`src/rtl/sorl_pkg.sv`:
```
// Purpose: Shared constants and types for the safety output release logic
// Assumes: 200 MHz clk_i, asynchronous active-high reset
// Notes: Non-volatile error store sits outside; this block loads/saves it
//
// Summary of operation
// Power-up with open feedback: outputs off, 5 Hz blink
// Auto variant: feedback closing enables outputs, yellow steady
// Manual variant: enable only on reset button falling edge
// Chain monitor: inputs off >500 ms apart disables outputs
// Discrepancy error blocks re-enable until acknowledged
// Latched error kept in non-volatile storage
// Acknowledge by button falling edge or serial command
// Installation provides reset button with e-stop elements
// Request bit 7 one-to-zero or guard open clears fault
// Timer starts at first input off, cleared by second
package sorl_pkg;

  localparam int unsigned CLK_HZ = 200_000_000;
  localparam int unsigned BLINK_HZ = 5;
  // Half period of the blink, toggled twice per blink cycle
  localparam int unsigned BLINK_HALF_CYC = CLK_HZ / (2 * BLINK_HZ);
  localparam int unsigned DISC_WINDOW_MS = 500;
  localparam int unsigned DISC_WINDOW_CYC = (CLK_HZ / 1000) * DISC_WINDOW_MS;
  localparam int unsigned REQ_ERR_RESET_BIT = 7;
  localparam logic RST_ERR_VALUE = 1'b0;

  typedef enum logic [1:0] {
    SORL_ST_OFF = 2'b00,
    SORL_ST_ARMED = 2'b01,
    SORL_ST_ON = 2'b10,
    SORL_ST_ERR = 2'b11
  } sorl_state_e;

  // Synchronised pin levels seen by the control logic
  typedef struct packed {
    logic guard_closed;
    logic feedback_closed;
    logic reset_button;
    logic ack_button;
    logic safety_input_a;
    logic safety_input_b;
  } sorl_pins_s;

  // Pin outputs of the block
  typedef struct packed {
    logic safety_output_a;
    logic safety_output_b;
    logic yellow_led;
    logic disc_error;
  } sorl_outs_s;

endpackage

```
`src/rtl/sorl_top.sv`:
```
// Purpose: Release and restart logic driving two redundant safety outputs
// Assumes: Pins asynchronous; non-volatile store supplies error at power-up
// Notes: Serial decoding is outside; commands arrive as one-cycle pulses
`timescale 1ns/1ps
module sorl_top #(
  parameter int unsigned BLINK_HALF = sorl_pkg::BLINK_HALF_CYC,
  parameter int unsigned DISC_WINDOW = sorl_pkg::DISC_WINDOW_CYC
) (
  input wire logic clk_i,
  input wire logic rst_i,
  input wire logic manual_reset_variant_i,
  input wire logic chain_monitor_en_i,
  input wire logic guard_closed_i,
  input wire logic feedback_closed_i,
  input wire logic reset_button_i,
  input wire logic ack_button_i,
  input wire logic safety_input_a_i,
  input wire logic safety_input_b_i,
  input wire logic nv_error_valid_i,
  input wire logic nv_error_i,
  input wire logic serial_ack_i,
  input wire logic req_err_reset_i,
  output logic nv_error_we_o,
  output logic nv_error_o,
  output sorl_pkg::sorl_outs_s outs_o
);
  import sorl_pkg::*;

  sorl_pins_s pins_raw;
  sorl_pins_s pins;
  sorl_state_e state_r;
  sorl_state_e state_nxt;
  logic [31:0] blink_cnt_r;
  logic blink_r;
  logic [31:0] disc_cnt_r;
  logic disc_run_r;
  logic err_r;
  logic err_nxt;
  logic nv_loaded_r;
  logic nv_we_r;
  logic rst_btn_d_r;
  logic ack_btn_d_r;
  logic req_bit_d_r;
  logic guard_d_r;
  sorl_outs_s outs_r;
  sorl_outs_s outs_nxt;

  assign pins_raw = '{guard_closed: guard_closed_i,
                      feedback_closed: feedback_closed_i,
                      reset_button: reset_button_i,
                      ack_button: ack_button_i,
                      safety_input_a: safety_input_a_i,
                      safety_input_b: safety_input_b_i};

  sorl_sync #(
    .WIDTH($bits(sorl_pins_s))
  ) u_sync (
    .clk_i(clk_i),
    .rst_i(rst_i),
    .d_i(pins_raw),
    .q_o(pins)
  );

  // Edge detection on synchronised levels; history resets to idle low
  wire rst_btn_fall = rst_btn_d_r & ~pins.reset_button;
  wire ack_btn_fall = ack_btn_d_r & ~pins.ack_button;
  // Request bit is same-clock, so it skips the synchroniser
  wire req_reset_fall = req_bit_d_r & ~req_err_reset_i;
  wire guard_open_edge = guard_d_r & ~pins.guard_closed;

  // Input pair; release needs the guard and both channels live
  wire both_on = pins.safety_input_a & pins.safety_input_b;
  wire one_off = pins.safety_input_a ^ pins.safety_input_b;
  wire release_ok = pins.guard_closed & both_on;

  // Discrepancy: window expired while only one input has dropped
  wire disc_timeout = disc_run_r & one_off &
                      (disc_cnt_r >= DISC_WINDOW);
  wire disc_fault = chain_monitor_en_i & disc_timeout;
  wire ack_event = ack_btn_fall | serial_ack_i;
  wire clear_event = req_reset_fall | guard_open_edge;

  // Error flag: new discrepancy wins over a simultaneous acknowledge
  always_comb begin
    err_nxt = err_r;
    // Store value taken once, on its first valid cycle
    if (!nv_loaded_r && nv_error_valid_i) begin
      err_nxt = nv_error_i;
    end else if (disc_fault) begin
      err_nxt = 1'b1;
    end else if (ack_event || clear_event) begin
      err_nxt = 1'b0;
    end
  end

  // Release state machine
  always_comb begin
    state_nxt = state_r;
    case (state_r)
      SORL_ST_OFF: begin
        if (release_ok && !err_r && pins.feedback_closed) begin
          if (manual_reset_variant_i) begin
            state_nxt = SORL_ST_ARMED;
          end else begin
            state_nxt = SORL_ST_ON;
          end
        end
      end
      SORL_ST_ARMED: begin
        // Arm drops back if feedback opens before the edge
        if (!release_ok || !pins.feedback_closed) begin
          state_nxt = SORL_ST_OFF;
        end else if (rst_btn_fall) begin
          state_nxt = SORL_ST_ON;
        end
      end
      SORL_ST_ON: begin
        // Losing guard or either input drops both channels
        if (!release_ok) begin
          state_nxt = SORL_ST_OFF;
        end
      end
      default: begin
        // Error state left only once the flag is cleared
        if (!err_r) begin
          state_nxt = SORL_ST_OFF;
        end
      end
    endcase
    if (err_nxt) begin
      state_nxt = SORL_ST_ERR;
    end
  end

  // State, error and edge history
  always_ff @(posedge clk_i or posedge rst_i) begin
    if (rst_i) begin
      state_r <= SORL_ST_OFF;
      err_r <= RST_ERR_VALUE;
      nv_loaded_r <= 1'b0;
      rst_btn_d_r <= 1'b0;
      ack_btn_d_r <= 1'b0;
      req_bit_d_r <= 1'b0;
      guard_d_r <= 1'b0;
    end else begin
      state_r <= state_nxt;
      err_r <= err_nxt;
      nv_loaded_r <= nv_loaded_r | nv_error_valid_i;
      rst_btn_d_r <= pins.reset_button;
      ack_btn_d_r <= pins.ack_button;
      req_bit_d_r <= req_err_reset_i;
      guard_d_r <= pins.guard_closed;
    end
  end

  // Write-back pulse on any change so power loss keeps the error
  always_ff @(posedge clk_i or posedge rst_i) begin
    if (rst_i) begin
      nv_we_r <= 1'b0;
    end else begin
      // The load from the store itself never writes back
      nv_we_r <= nv_loaded_r & (err_nxt != err_r);
    end
  end

  // Discrepancy timer runs from first input off to second
  always_ff @(posedge clk_i or posedge rst_i) begin
    if (rst_i) begin
      disc_run_r <= 1'b0;
      disc_cnt_r <= '0;
    end else if (one_off) begin
      disc_run_r <= 1'b1;
      // Saturates at the window so a long skew never wraps
      if (disc_cnt_r < DISC_WINDOW) begin
        disc_cnt_r <= disc_cnt_r + 32'h1;
      end
    end else begin
      disc_run_r <= 1'b0;
      disc_cnt_r <= '0;
    end
  end

  // Blink generator for the waiting indication
  // Free-running; only output selection decides if it shows
  always_ff @(posedge clk_i or posedge rst_i) begin
    if (rst_i) begin
      blink_cnt_r <= '0;
      blink_r <= 1'b0;
    end else if (blink_cnt_r >= BLINK_HALF - 1) begin
      blink_cnt_r <= '0;
      blink_r <= ~blink_r;
    end else begin
      blink_cnt_r <= blink_cnt_r + 32'h1;
    end
  end

  // Output selection as named wires so the register process stays short
  wire release_nxt = (state_nxt == SORL_ST_ON);
  // Waiting indication only while release is possible and no error
  wire waiting_nxt = release_ok & (state_nxt != SORL_ST_ERR);
  // Steady when released, blinking while waiting, dark otherwise
  wire yellow_nxt = release_nxt | (waiting_nxt & blink_r);

  // Both channels come from the same decoded state, never two paths
  assign outs_nxt = '{safety_output_a: release_nxt,
                      safety_output_b: release_nxt,
                      yellow_led: yellow_nxt,
                      disc_error: err_nxt};

  // Registered outputs; a glitch on the decode never reaches a pin
  always_ff @(posedge clk_i or posedge rst_i) begin
    if (rst_i) begin
      outs_r <= '0;
    end else begin
      outs_r <= outs_nxt;
    end
  end

  assign outs_o = outs_r;
  assign nv_error_o = err_r;
  assign nv_error_we_o = nv_we_r;
endmodule

```
`src/rtl/sorl_sync.sv`:
```
// Purpose: Two flip-flop synchroniser for a vector of pin levels
// Assumes: Inputs asynchronous to clk_i
// Notes: First stage is read only by the second stage
`timescale 1ns/1ps
module sorl_sync #(
  parameter int unsigned WIDTH = 6
) (
  input wire logic clk_i,
  input wire logic rst_i,
  input wire logic [WIDTH-1:0] d_i,
  output logic [WIDTH-1:0] q_o
);
  logic [WIDTH-1:0] meta_r;
  logic [WIDTH-1:0] q_r;

  // Two stages, reset low so outputs start disabled
  always_ff @(posedge clk_i or posedge rst_i) begin
    if (rst_i) begin
      meta_r <= '0;
      q_r <= '0;
    end else begin
      meta_r <= d_i;
      q_r <= meta_r;
    end
  end

  assign q_o = q_r;
endmodule

```
`config.mk`:
```
export PLATFORM = sky130hd
export DESIGN_NAME = sorl_top
export DESIGN_NICKNAME = d
export VERILOG_FILES = /design/src/rtl/sorl_pkg.sv /design/src/rtl/sorl_top.sv /design/src/rtl/sorl_sync.sv
export SDC_FILE = /design/constraint.sdc
export NUM_CORES = 1
export LEC_CHECK = 0
export BUFFER_PORTS_ARGS = -buffer_cell sky130_fd_sc_hd__buf_2
export CORE_AREA = 4 4 101 103
export DETAILED_ROUTE_END_ITERATION = 16
export DIE_AREA = 0 0 105 107
export GPL_TIMING_DRIVEN = 0
export SLEW_MARGIN = 20
export SYNTH_ARGS = -nofsm -noshare
export SYNTH_HDL_FRONTEND = slang
export SYNTH_HIERARCHICAL = 1
export SYNTH_SLANG_ARGS = --single-unit
```
`constraint.sdc`:
```
create_clock -name clk_i -period 5.5 [get_ports clk_i]
set_clock_uncertainty 0.2 [all_clocks]
set_input_delay 1.375 -clock clk_i [delete_from_list [all_inputs] [get_ports clk_i]]
set_output_delay 1.375 -clock clk_i [all_outputs]
set_load 0.02 [all_outputs]
```
==> impl_metrics.json <==
{
  "switching_power_uw": 315,
  "worst_ep_arrival_time_ps": 1150,
  "place_ws_ps": 2790,
  "final-max-slew-violation-count": 0,
  "synth_area_leaders": "dfrtp_1 55%, nor2_1 3.3%, xnor2_1 3.2%, a21oi_1 3.1%, nand2_1 2.5%",
  "tns_ps": 0,
  "final_common_cell": "dfrtp_1",
  "cts.clk_slew.worst_paths_ps": 100,
  "yosys_most_used_dff": "dfrtp_1",
  "wire_per_inst_um": 14.4,
  "required_ps": 3920,
  "initial_core_util_pct": 44.2,
  "boundaryPins": 20,
  "cts.path.max_buffers": 2,
  "drtAntennaViolNets": 0,
  "cts_tree": "done",
  "p_seq_share_pct": 57.4,
  "hold_buffers": 0,
  "postPlaceCellArea_um2": 4350,
  "root_buffer": "clkbuf_8",
  "worstMarginPinSlew_ps": 669,
  "stdcell_area_um2": 4560,
  "final_util_pct": 49.5,
  "multi_input_area_um2": 1700,
  "seqCellArea_um2": 2230,
  "period_needed_ps": 2720,
  "maxSlewHeadroom_pct": 55.4,
  "grt_max_degree": 55,
  "cts_buffers": 9,
  "placementRows": 35,
  "timing.fmax_ghz": 0.368,
  "internal_power_uw": 873,
  "vias_per_cell": 5.45,
  "crit_fanout": 8,
  "fillers": 845,
  "track_usage_pct": 15.0,
  "antenna_found_initial": 0,
  "final-hold-violation-count": 0,
  "drv_cap": 0,
  "clkPwrFrac_pct": 38.0,
  "first_global_vias": 2931,
  "postSynthAreaPerCell_um2": 10.4,
  "gr-total-overflow": 0,
  "vdd_drop_max_v": 0.000190,
  "wl_mm": 7.85,
  "min_path_type": "register to register",
  "hpwl_mm": 5.50,
  "hold_slack_ps": 160,
  "end_kind": "output pin",
  "syn_area_um2": 4060,
  "final_cell_mix": "89 x dfrtp_1, 36 x nor2_1, 27 x nand2_1",
  "p_sw_share_pct": 26.5,
  "combPwrFrac_pct": 4.6,
  "gp_congestion": 0.803,
  "worstSetupPathType": "register to output pin",
  "async_flop_share_pct": 100,
  "core_area_um2": 9200,
  "htree_levels": 3,
  "synth_seq_cells": 89,
  "worst_setup_path_start_kind": "register",
  "cts_resized": 0,
  "vias": 2969,
  "dieArea_um2": 11200,
  "status": "complete, no violations",
  "area_growth_pct": 12.2,
  "dr.pass1.iters": 4,
  "p_per_area_nw_per_um2": 261,
  "ys_seq_area_share_pct": 54.8,
  "die_w_um": 105,
  "post_cts_buffers": 0,
  "synth_cell_types": 49,
  "fin_ws_ps": 2780,
  "setup_viol": 0,
  "yosys.area.top_type_share_pct": 54.8,
  "synth-edff-count": 0,
  "die_height_um": 107,
  "grt_pass1_wl_mm": 13.8,
  "clock-sinks": 89,
  "post-route-period-util_pct": 49.5,
  "io_buffers": 19,
  "drtIter0Drc": 137,
  "n_antenna_cell": 0,
  "route.detailed.drc": 0,
  "final_nets": 447,
  "synth_top_cell_by_area": "dfrtp_1",
  "drive_gt1_share_pct": 12.2,
  "clk-insertion-delay-late_ps": 360,
  "ys_warn_count": 6,
  "syn_inst": 392,
  "p_leak_uw": 0.00187,
  "rsz0062_at_grt": "false"
}
## cells in the mapped netlist (10+ instances only)
cell type  number
inv_1          16
a21oi_1        25
xor2_1         10
or4_1          13
nand2_1        27
xnor2_1        15
nor4_1         10
nor2_1         36
nand3_1        16
nand4_1        12
dfrtp_1        89
nor3_1         10
o31ai_1        13
## per-layer routing
layer | routed length, um | part of all wire, % | GRT usage, %
met5 | 0 | 0 | 0
met2 | 3870 | 49 | 25.2
met4 | 102 | 1.3 | 4.69
met1 | 3660 | 47 | 19.6
met3 | 215 | 2.7 | 3.25
## layout make-up
class,count,area share [%]
timing repair buffer,20,2.69
tap,111,3.05
clock inverter,7,1.84
sequential,89,48.9
inverter,16,1.37
clock buffer,9,2.72
buffer,17,2.06
multi-input combinational,276,37.4
## critical path, cell delays in order (launching register included)
cell,delay [ps]
dfrtp_1,490
buf_4,150
buf_2,150
## sequential cells by signal, summed over array words and instances, names as in the netlist, 2 cells and up
| register | count |
|---|---|
| outs_o | 3 |
| state_r | 2 |
| disc_cnt_r | 32 |
| u_sync/meta_r | 6 |
| blink_cnt_r | 32 |
| u_sync/q_o | 6 |
## power by group through the flow
stage | clock, uW | sequential [uW] | combinational, uW
6_report | 451 | 682 | 55.0
5_1_grt | 500 | 684 | 63.6
4_1_cts | 472 | 682 | 56.9
3_5_place_dp | 0 | 695 | 56.5
3_3_place_gp | 0 | 694 | 52.5
2_1_floorplan | 0 | 693 | 35.1
## kinds of logic after synthesis
logic type	after synthesis	synth area share (%)
buffers and inverters	33	3.79
xor gates and xnor gates	25	5.39
DFF	89	54.8
AOI/OAI and AO/OA	62	9.67
other	1	0.0923
adders and majority gates	4	1.23
muxes	4	0.986
and+or+nand+nor	174	24.0
## path summary, 6_finish.rpt
check                                  from              to  slack (ps)  cells past startpoint
setup / recovery                  outs_o[0]       outs_o[0]        2780                      2
hold / removal             u_sync/meta_r[0]   u_sync/q_o[0]         160                      0
min in group asynchronous             rst_i     rst_btn_d_r         780                      2
setup reg to reg             disc_cnt_r[13]   disc_cnt_r[6]        3050                      6
hold reg to reg            u_sync/meta_r[0]   u_sync/q_o[0]         160                      0
max in group asynchronous             rst_i  disc_cnt_r[13]        3760                      3
## through the flow
step | power, uW | cells
2_1_floorplan | 728 | 398
3_3_place_gp | 747 | 528
3_5_place_dp | 751 | 529
4_1_cts | 1210 | 545
5_1_grt | 1250 | 545
6_report | 1190 | 545
Note: power is estimated with default switching activity, not from simulation.
